`src/hw/pec_params.svh`:
```
// constants for the cpu performance event counter: offsets, fields,
// reset values and the ratio-weighted step table
// assumes inclusion by the package, the counter module, its checker, the apb master and the bench
`ifndef PEC_PARAMS_SVH
`define PEC_PARAMS_SVH

`define PEC_CNT_W      48
`define PEC_AW         8
// ------------------------------------------------------------
// register offsets (byte addresses, one word each)
// ------------------------------------------------------------
`define PEC_OFS_CTRL0  8'h00
`define PEC_OFS_CTRL1  8'h04
`define PEC_OFS_START  8'h08
`define PEC_OFS_END    8'h0C
`define PEC_OFS_LO0    8'h10
`define PEC_OFS_HI0    8'h14
`define PEC_OFS_LO1    8'h18
`define PEC_OFS_HI1    8'h1C
`define PEC_OFS_STAT   8'h20
// ------------------------------------------------------------
// fields and reset values
// ------------------------------------------------------------
`define PEC_CTRL_INIT  8
`define PEC_CTRL_RST   8'h00
`define PEC_PC_RST     32'h0000_0000
// ------------------------------------------------------------
// ratio-weighted steps: step = 24 / (cpu clock / bus clock)
// ------------------------------------------------------------
`define PEC_STEP_DEN   24
`define PEC_RATIO_0    1
`define PEC_RATIO_1    2
`define PEC_RATIO_2    3
`define PEC_RATIO_3    4
`define PEC_RATIO_4    6
`define PEC_RATIO_5    8
`define PEC_FP_NIBBLE  4'hF

`endif

```
`src/hw/pec_pkg.sv`:
```
// types for the cpu performance event counter
// assumes pec_params.svh on the include path
`include "pec_params.svh"

package pec_pkg;

   typedef enum logic [4:0] {
      elapsed_cycle_event       = 5'h00,
      icache_miss_event         = 5'h01,
      data_xlat_miss_event      = 5'h02,
      instr_xlat_miss_event     = 5'h03,
      cacheable_fetch_event     = 5'h04,
      total_fetch_event         = 5'h05,
      issue_event               = 5'h06,
      dual_issue_event          = 5'h07,
      float_issue_event         = 5'h08,
      break_chan_a_match_event  = 5'h09,
      break_chan_b_match_event  = 5'h0A,
      ifetch_miss_freeze_event  = 5'h0B,
      operand_miss_freeze_event = 5'h0C,
      branch_freeze_event       = 5'h0D,
      icache_fill_cycle_event   = 5'h0E,
      operand_access_event      = 5'h0F
   } pec_ev_e;

   typedef struct packed {
      pec_ev_e evsel;
      logic    range_en;
      logic    method;
      logic    enable;
   } pec_ctrl_s;

   typedef struct packed {
      pec_ctrl_s              ctrl;
      logic [`PEC_CNT_W-1:0]  cnt;
      logic                   ovf;
      logic                   in_rng;
   } pec_chan_s;

   // cpu-side event strobes, all on pclk
   typedef struct packed {
      logic        ic_miss;
      logic        ic_slow_uncached;
      logic        ic_overrun_miss;
      logic        dtlb_miss;
      logic        itlb_miss;
      logic        fetch_acc;
      logic        fetch_cacheable;
      logic [1:0]  issue_cnt;
      logic [1:0]  fexc_issue;
      logic [15:0] slot0_op;
      logic [15:0] slot1_op;
      logic [1:0]  slot_fp_xfer;
      logic        break_a;
      logic        break_b;
      logic        ic_freeze;
      logic        op_freeze;
      logic        ram_io_freeze_i;
      logic        ram_io_freeze_d;
      logic        unc_freeze_i;
      logic        unc_freeze_d;
      logic        branch_exec;
      logic        ds_delay;
      logic        br_tgt_stall;
      logic        exc_freeze;
      logic        ic_fill;
      logic        op_access;
      logic        page_cacheable_attr;
      logic        prefetch_instr;
   } pec_evt_s;

   typedef struct packed {
      pec_chan_s [1:0] ch;
      logic [31:0]     start_pc;
      logic [31:0]     end_pc;
      logic            br_stall;
      logic [31:0]     prdata;
      logic            pready;
      logic            pslverr;
   } pec_state_s;

endpackage

```
`src/hw/pec_counter.sv`:
```
// two-channel cpu performance event counter with an apb register slave
// assumes event strobes, pc and ratio code come from logic on pclk

`timescale 1ns/1ns
`include "pec_params.svh"

// Notes on behaviour
// - each channel counts in 48-bit accumulator
// - wrap marks the channel count invalid
// - per-channel choice of plain or weighted method
// - plain method adds the event amount per counted cycle
// - weighted method adds amount times 3,4,6,8,12 or 24
// - optional counting window from start to end pc
// - icache miss includes slow uncached fetches
// - icache miss includes overrun fetch miss
// - translation misses count even when cancelled
// - fetch events count at request acceptance
// - issue and float issue add one for pairs
// - fetch exception adds one to three to issue
// - float issue covers Fxxx and comm/status moves
// - break matches count even used by emulator
// - miss freezes include ram, io, uncached stalls
// - branch freeze one cycle unless slot delayed
// - branch target miss cycles two on go fill
// - prefetch or non-cacheable operands not counted
// - branch freeze counts branch and exception freezes
// - icache fill counts every fill cycle
// - dual issue counts paired issue cycles
module pec_counter #(
   parameter int CNT_W = `PEC_CNT_W
) (
   input  wire logic                pclk,      // cpu operating clock
   input  wire logic                presetn,   // async reset, low
   input  wire logic                psel,      // apb select
   input  wire logic                penable,   // apb access phase
   input  wire logic                pwrite,    // apb direction
   input  wire logic [`PEC_AW-1:0]  paddr,     // apb byte address
   input  wire logic [31:0]         pwdata,    // apb write data
   output logic      [31:0]         prdata,    // apb read data
   output logic                     pready,    // apb ready
   output logic                     pslverr,   // apb error
   input  wire pec_pkg::pec_evt_s   evt,       // cpu event strobes
   input  wire logic                pc_valid,  // pc below is executing
   input  wire logic [31:0]         pc,        // current program address
   input  wire logic [2:0]          ratio_code // cpu to bus clock ratio
);

   // ------------------------------------------------------------
   // elaboration checks
   // ------------------------------------------------------------
   if (CNT_W != `PEC_CNT_W) begin : g_bad_width
      $error("pec_counter: counter width fixed by the state type");
   end

   pec_pkg::pec_state_s q;
   pec_pkg::pec_state_s d;

   // ------------------------------------------------------------
   // event decode
   // ------------------------------------------------------------
   function automatic logic fp_op(input logic [15:0] op,
                                  input logic        xfer);
      fp_op = (op[15:12] == `PEC_FP_NIBBLE) || xfer;
   endfunction

   function automatic logic [1:0] ev_amount(
      input pec_pkg::pec_ev_e sel,
      input pec_pkg::pec_evt_s e,
      input logic             br_prev);
      logic any_issue;
      logic fp0;
      logic fp1;
      any_issue = (e.issue_cnt != 2'd0);
      fp0       = any_issue && fp_op(e.slot0_op, e.slot_fp_xfer[0]);
      fp1       = (e.issue_cnt == 2'd2)
                  && fp_op(e.slot1_op, e.slot_fp_xfer[1]);
      ev_amount = 2'd0;
      case (sel)
         pec_pkg::elapsed_cycle_event:
            ev_amount = 2'd1;
         pec_pkg::icache_miss_event:
            ev_amount = {1'b0, e.ic_miss | e.ic_slow_uncached
                               | e.ic_overrun_miss};
         pec_pkg::data_xlat_miss_event:
            ev_amount = {1'b0, e.dtlb_miss};
         pec_pkg::instr_xlat_miss_event:
            ev_amount = {1'b0, e.itlb_miss};
         pec_pkg::cacheable_fetch_event:
            ev_amount = {1'b0, e.fetch_acc & e.fetch_cacheable};
         pec_pkg::total_fetch_event:
            ev_amount = {1'b0, e.fetch_acc};
         // pairs add one, fetch exceptions 1..3
         pec_pkg::issue_event:
            ev_amount = (e.fexc_issue != 2'd0) ? e.fexc_issue
                        : {1'b0, any_issue};
         pec_pkg::dual_issue_event:
            ev_amount = (e.fexc_issue != 2'd0) ? e.fexc_issue
                        : {1'b0, e.issue_cnt == 2'd2};
         // one per cycle even for two float ops
         pec_pkg::float_issue_event:
            ev_amount = {1'b0, fp0 | fp1};
         // matches are not masked by emulator use
         pec_pkg::break_chan_a_match_event:
            ev_amount = {1'b0, e.break_a};
         pec_pkg::break_chan_b_match_event:
            ev_amount = {1'b0, e.break_b};
         // ram, io and uncached fetch stalls
         pec_pkg::ifetch_miss_freeze_event:
            ev_amount = {1'b0, e.ic_freeze | e.ram_io_freeze_i
                               | e.unc_freeze_i};
         // ram, io and uncached operand stalls
         pec_pkg::operand_miss_freeze_event:
            ev_amount = {1'b0, e.op_freeze | e.ram_io_freeze_d
                               | e.unc_freeze_d};
         pec_pkg::branch_freeze_event:
            ev_amount = {1'b0, (e.branch_exec & ~e.ds_delay)
                               | e.exc_freeze};
         // fill cycles plus target stall past first
         pec_pkg::icache_fill_cycle_event:
            ev_amount = {1'b0, e.ic_fill
                               | (e.br_tgt_stall & br_prev)};
         // prefetch and page_cacheable_attr clear are masked out
         pec_pkg::operand_access_event:
            ev_amount = {1'b0, e.op_access & e.page_cacheable_attr
                               & ~e.prefetch_instr};
         default:
            ev_amount = 2'd0;
      endcase
   endfunction

   // ------------------------------------------------------------
   // ratio-weighted step
   // ------------------------------------------------------------
   // step is 24 divided by the clock ratio
   function automatic logic [4:0] ratio_step(input logic [2:0] c);
      case (c)
         3'd0:    ratio_step = 5'(`PEC_STEP_DEN / `PEC_RATIO_0);
         3'd1:    ratio_step = 5'(`PEC_STEP_DEN / `PEC_RATIO_1);
         3'd2:    ratio_step = 5'(`PEC_STEP_DEN / `PEC_RATIO_2);
         3'd3:    ratio_step = 5'(`PEC_STEP_DEN / `PEC_RATIO_3);
         3'd4:    ratio_step = 5'(`PEC_STEP_DEN / `PEC_RATIO_4);
         3'd5:    ratio_step = 5'(`PEC_STEP_DEN / `PEC_RATIO_5);
         // unknown ratio codes take the slowest bus weight
         default: ratio_step = 5'(`PEC_STEP_DEN / `PEC_RATIO_5);
      endcase
   endfunction

   // ------------------------------------------------------------
   // register read mux
   // ------------------------------------------------------------
   logic [31:0] rd_data;
   logic        rd_hit;

   always_comb begin
      rd_hit  = 1'b1;
      rd_data = 32'h0000_0000;
      case (paddr)
         `PEC_OFS_CTRL0: rd_data = {24'h00_0000, q.ch[0].ctrl};
         `PEC_OFS_CTRL1: rd_data = {24'h00_0000, q.ch[1].ctrl};
         `PEC_OFS_START: rd_data = q.start_pc;
         `PEC_OFS_END:   rd_data = q.end_pc;
         `PEC_OFS_LO0:   rd_data = q.ch[0].cnt[31:0];
         `PEC_OFS_HI0:   rd_data = {16'h0000, q.ch[0].cnt[47:32]};
         `PEC_OFS_LO1:   rd_data = q.ch[1].cnt[31:0];
         `PEC_OFS_HI1:   rd_data = {16'h0000, q.ch[1].cnt[47:32]};
         // valid bits are the inverse of overflow
         `PEC_OFS_STAT:  rd_data = {26'h000_0000,
                                    q.ch[1].in_rng, q.ch[0].in_rng,
                                    ~q.ch[1].ovf, ~q.ch[0].ovf,
                                    q.ch[1].ovf, q.ch[0].ovf};
         default:        rd_hit  = 1'b0;
      endcase
   end

   // ------------------------------------------------------------
   // next state
   // ------------------------------------------------------------
   logic                  wr_done;
   logic [4:0]            step;
   logic [1:0]            amt;
   logic [6:0]            inc;
   logic                  gate;
   logic                  start_hit;
   logic                  end_hit;
   logic [`PEC_CNT_W:0]   sum;

   always_comb begin
      d         = q;
      amt       = 2'd0;
      inc       = 7'd0;
      gate      = 1'b0;
      sum       = '0;
      step      = ratio_step(ratio_code);
      start_hit = pc_valid && (pc == q.start_pc);
      end_hit   = pc_valid && (pc == q.end_pc);
      wr_done   = psel && penable && q.pready && pwrite;

      // apb: answer in the access cycle that follows setup
      d.pready  = 1'b0;
      d.pslverr = 1'b0;
      if (psel && !penable) begin
         d.pready  = 1'b1;
         d.pslverr = ~rd_hit;
         d.prdata  = pwrite ? 32'h0000_0000 : rd_data;
      end

      // remember a target stall so only later cycles go to fill
      d.br_stall = evt.br_tgt_stall;

      for (int i = 0; i < 2; i++) begin
         // init clears count and overflow before this cycle adds
         if (wr_done && (paddr == ((i == 0) ? `PEC_OFS_CTRL0
                                            : `PEC_OFS_CTRL1))) begin
            d.ch[i].ctrl = pec_pkg::pec_ctrl_s'(pwdata[7:0]);
            if (pwdata[`PEC_CTRL_INIT]) begin
               d.ch[i].cnt    = '0;
               d.ch[i].ovf    = 1'b0;
               d.ch[i].in_rng = 1'b0;
            end
         end

         // window opens at start pc, closes after end pc
         if (q.ch[i].ctrl.range_en) begin
            if (start_hit) begin
               d.ch[i].in_rng = 1'b1;
            end
            if (end_hit && (q.ch[i].in_rng || start_hit)) begin
               d.ch[i].in_rng = 1'b0;
            end
         end
         gate = q.ch[i].ctrl.enable
                && (!q.ch[i].ctrl.range_en
                    || q.ch[i].in_rng || start_hit);

         amt = ev_amount(q.ch[i].ctrl.evsel, evt, q.br_stall);
         // plain adds the amount, weighted adds amount times the ratio step
         inc = q.ch[i].ctrl.method ? 7'(amt) * 7'(step) : 7'(amt);
         if (gate) begin
            // 48-bit accumulate, carry out is the wrap
            sum = {1'b0, d.ch[i].cnt} + (`PEC_CNT_W+1)'(inc);
            d.ch[i].cnt = sum[`PEC_CNT_W-1:0];
            // wrap sets a sticky invalid mark
            if (sum[`PEC_CNT_W]) begin
               d.ch[i].ovf = 1'b1;
            end
         end
      end

      if (wr_done && (paddr == `PEC_OFS_START)) begin
         d.start_pc = pwdata;
      end
      if (wr_done && (paddr == `PEC_OFS_END)) begin
         d.end_pc = pwdata;
      end
   end

   // ------------------------------------------------------------
   // state register
   // ------------------------------------------------------------
   always_ff @(posedge pclk or negedge presetn) begin
      if (!presetn) begin
         for (int i = 0; i < 2; i++) begin
            q.ch[i].ctrl   <= pec_pkg::pec_ctrl_s'(`PEC_CTRL_RST);
            q.ch[i].cnt    <= '0;
            q.ch[i].ovf    <= 1'b0;
            q.ch[i].in_rng <= 1'b0;
         end
         q.start_pc <= `PEC_PC_RST;
         q.end_pc   <= `PEC_PC_RST;
         q.br_stall <= 1'b0;
         q.prdata   <= 32'h0000_0000;
         q.pready   <= 1'b0;
         q.pslverr  <= 1'b0;
      end else begin
         q <= d;
      end
   end

   assign prdata  = q.prdata;
   assign pready  = q.pready;
   assign pslverr = q.pslverr;

endmodule // pec_counter

```
`config.mk`:
```
export PLATFORM = sky130hd
export DESIGN_NAME = pec_counter
export DESIGN_NICKNAME = d
export VERILOG_FILES = /design/src/hw/pec_pkg.sv /design/src/hw/pec_counter.sv
export VERILOG_INCLUDE_DIRS = /design/src /design/src/hw
export SDC_FILE = /design/constraint.sdc
export NUM_CORES = 1
export LEC_CHECK = 0
export ABC_AREA = 1
export ABC_CLOCK_PERIOD_IN_PS = 8750
export BUFFER_PORTS_ARGS = -buffer_cell sky130_fd_sc_hd__buf_2
export CAP_MARGIN = 15
export CORE_MARGIN = 8
export CORE_UTILIZATION = 65
export CTS_BUF_LIST = sky130_fd_sc_hd__clkbuf_8
export DETAILED_ROUTE_END_ITERATION = 6
export GPL_ROUTABILITY_DRIVEN = 1
export PLACE_DENSITY = 0.88
export SYNTH_ARGS = -nofsm -noshare
export SYNTH_HDL_FRONTEND = slang
export SYNTH_SLANG_ARGS = --single-unit
```
`constraint.sdc`:
```
create_clock -name pclk -period 8.75 [get_ports pclk]
set_input_delay 0.875 -clock pclk [delete_from_list [all_inputs] [get_ports pclk]]
set_output_delay 0.875 -clock pclk [all_outputs]
set_load 0.01 [all_outputs]
```
==> results_tabular.tex <==
\begin{tabular}{lr}
\hline
Metric & Value \\
\hline
\multicolumn{2}{l}{\textbf{Critical path}} \\
\quad Highest cell delay on the worst timing path & 0.47 ns \\
\quad Max stage delay cell, worst path & dfrtp\_1 \\
\quad Critical Path Sink Type & flop \\
\quad CP most frequent cell & nand2\_1 \\
\quad Critical path data required time & 9.19 ns \\
\quad Top fanout value on the critical path & 8 \\
\quad Data arrival, critical path & 5.63 ns \\
\quad CP Class & flop to flop \\
\quad Number of cells on the worst reg-to-reg path & 33 \\
\quad Element type at the critical path start & flop \\
\multicolumn{2}{l}{\textbf{Yosys}} \\
\quad Netlist area before placement & 14600 µm² \\
\quad Instance count of the mapped netlist & 2117 \\
\quad Post-synth ARST share & 100\% \\
\quad Primary FF master, synth & dfrtp\_1 \\
\quad Total of flip-flops plus latches after synthesis & 215 \\
\quad Netlist cell types & 53 \\
\quad YS warnings & 0 \\
\quad Area share of the largest cell type after synthesis & 36.8\% \\
\quad Post-synth top area cell & dfrtp\_1 \\
\quad Share of the yosys chip area belonging to registers & 36.8\% \\
\quad Post-synth EDFFs & 0 \\
\quad Net count after synthesis & 2285 \\
\quad Cell types occupying the most area after synthesis & dfrtp\_1, nand2\_1, inv\_1 \\
\quad Mean area per synthesized cell & 6.91 µm² \\
\multicolumn{2}{l}{\textbf{Layout}} \\
\quad Design Area, Final & 16200 µm² \\
\quad Fraction of layout cells with a size suffix above 1 & 13.0\% \\
\quad Area growth from synthesis to final layout & 10.9\% \\
\quad Final cell utilization of the core & 72.5\% \\
\quad Layout net count & 2401 \\
\quad Number of inserted filler cells in the final layout & 1794 \\
\quad Multi-input logic area & 7510 µm² \\
\quad Most common cell after layout, fill and taps aside & nand2\_1 \\
\quad Reg area & 5380 µm² \\
\quad Highest-count cells in the layout ignoring fill and taps & nand2\_1, inv\_1, nor2\_1 \\
\multicolumn{2}{l}{\textbf{Global route}} \\
\quad Largest net degree at the start of global routing & 90 \\
\quad Global route overflow & 0 \\
\quad Antenna violations before repair & 2 \\
\quad Vias in the first global route & 14513 \\
\quad Total global-route track usage & 36.9\% \\
\quad Global-route wire length before repair & 80300 µm \\
\multicolumn{2}{l}{\textbf{STA}} \\
\quad Count of endpoints failing setup in the final report & 0 \\
\quad Unrepaired setup endpoints after global routing & no \\
\quad Transition time at the pin with the least slew margin & 1.09 ns \\
\quad Max-slew violations & 0 \\
\quad Shortest period the worst path allows & 5.20 ns \\
\quad Clock tree skew after final layout & 0.0310 ns \\
\quad Sum of negative setup slack & 0 ns \\
\quad Maximum clock rate & 192 MHz \\
\quad Headroom to the max-slew limit & 26.9\% \\
\quad Final count of hold timing violations & 0 \\
\quad Period utilization & 59.4\% \\
\multicolumn{2}{l}{\textbf{Drt}} \\
\quad Detailed Routing Iterations Pass 1 & 6 \\
\quad Post-detailed-routing wire length & 51900 µm \\
\quad 1st-iter DRT viols & 2077 \\
\quad Average vias per placed instance & 6.05 \\
\quad Routed wire per std cell & 20.3 µm \\
\quad Antenna violation net count after detailed routing & 0 \\
\quad Total via count in the routed design & 15436 \\
\quad Detailed-route DRC error count & 0 \\
\multicolumn{2}{l}{\textbf{Job}} \\
\quad Maximum Capacitance Violations & 0 \\
\multicolumn{2}{l}{\textbf{Die}} \\
\quad Initial core utilization & 65.4\% \\
\quad FP Rows & 55 \\
\quad Die W & 166 µm \\
\quad Area of the die & 27500 µm² \\
\quad CORE AREA & 22400 µm² \\
\quad I/O pin count & 176 \\
\quad Vert. Die Dim & 166 µm \\
\multicolumn{2}{l}{\textbf{Placement}} \\
\quad Buffers on Ports & 151 \\
\quad Detailed-placement wirelength estimate & 39600 µm \\
\quad Post-DP Area & 15300 µm² \\
\quad Routability congestion estimate from global placement & 1.00 \\
\multicolumn{2}{l}{\textbf{Clock tree}} \\
\quad Clock tree from TritonCTS & yes \\
\quad Max H-tree Level & 2 \\
\quad Post CTS Setup Buffer Count & 0 \\
\quad Clock-pin slew on the worst setup and hold paths & 0.06 ns \\
\quad Clock latency reported for the late side of the worst-skew pair & 0.55 ns \\
\quad Count of hold buffers inserted by post-cts repair & 0 \\
\quad Number of buffers created by CTS & 40 \\
\quad Maximum clock insertion buffer count & 3 \\
\quad \# resized after CTS & 0 \\
\quad Clock sinks & 215 \\
\quad Clk root buf & clkbuf\_8 \\
\multicolumn{2}{l}{\textbf{Hold path}} \\
\quad Worst min-delay path category & input pin to async pin \\
\multicolumn{2}{l}{\textbf{Power and ir drop}} \\
\quad Final total power & 2340 µW \\
\quad Worst vdd rail ir drop & 0.147 mV \\
\quad Leakage & 0.00813 µW \\
\quad Total power per unit cell area & 144 nW/µm² \\
\multicolumn{2}{l}{\textbf{Outcome}} \\
\quad Run status & finished, final reports clean \\
\hline
\end{tabular}
==> flip-flops by register name, indices dropped and copies added (netlist names) <==
register and flops:
prdata 32, pready 1, pslverr 1, q 181
==> metal layers <==
metal  routed length (µm)  track usage [%]  up-vias  part of all wire (%)
met5                   13                0        -                 0.025
met3                 6040             8.82      217                    12
met2                22600             56.8     1001                    44
met1                20200             47.9     7177                    39
met4                 3060             19.3        2                   5.9
li1                     -                -     7039                     -
==> final cells by class <==
class | count | area share, %
clock inverters | 23 | 1.21
inverters | 323 | 7.49
well taps | 285 | 2.20
repair buffers | 163 | 5.28
diodes | 1 | 0.0154
multi-input cells | 1490 | 46.3
clock buffers | 51 | 4.33
flip-flops and latches | 215 | 33.2
==> kinds of logic (layout without fill, tap and decap cells) <==
family,count (synthesis),in the layout,share of synthesized area [%]
other,0,1,0
DFF,215,215,36.8
and+or+nand+nor,1089,1089,32.2
buffers and inverters,412,560,11.9
AOI/OAI and AO/OA,300,300,12.2
xor gates and xnor gates,75,75,4.49
adders and majority gates,26,26,2.43
==> where the power goes <==
group          internal [µW]  leakage [µW]  switching (µW)
clock                    620      0.000487             470
combinational           78.4       0.00482             151
sequential              1010       0.00282            9.97
total                   1700       0.00813             631
==> cell usage after synthesis, types with 3 or more instances <==
master and number:
o22ai_1 38, nor3_2 10, a31oi_1 5, nand3b_1 10
nor2_1 250, nor2_4 5, buf_6 6, nand2_1 568
a211oi_1 7, a21boi_0 3, fa_1 4, nor2_2 14
nand2_2 4, buf_4 35, buf_2 8, inv_1 305
dfrtp_1 215, a22o_1 6, inv_2 12, nand3_1 141
clkinv_1 5, clkbuf_1 38, o21ai_0 146, a221oi_1 31
o21ai_1 6, nor4_1 6, a21oi_1 39, xnor2_1 34
xor2_1 41, nand3_2 9, nand4_1 40, nor3_1 23
ha_1 22, o2111ai_1 6
==> worst paths after layout <==
path	start	to	slack, ns
worst max-delay path	q[153]	q[137]	3.55
worst min-delay path	presetn	q[128]	0.33
worst max register to register	q[153]	q[137]	3.55
worst min register to register	prdata[23]	prdata[23]	0.48
max in group asynchronous	presetn	q[37]	6.33
min in group pclk	evt[5]	q[34]	0.46
==> metrics by stage <==
stage                     std cells  worst slack [ns]  hold WS, ns
after floorplan                2117              4.31        0.450
after detailed placement       2476              3.31        0.468
final                          2551              3.55        0.327
after CTS                      2550              3.68        0.373
after global placement         2476              3.36        0.460
after global routing           2551              3.20        0.373
==> worst max-delay path, delay by kind of cell (launching register included) <==
kind | cells | cell delay, ns
compound gates | 4 | 0.54
fa+ha+maj | 3 | 0.82
buf+inv | 7 | 0.52
flops | 1 | 0.47
simple gates | 19 | 2.73
No activity file was read; power rests on OpenSTA's default activity.
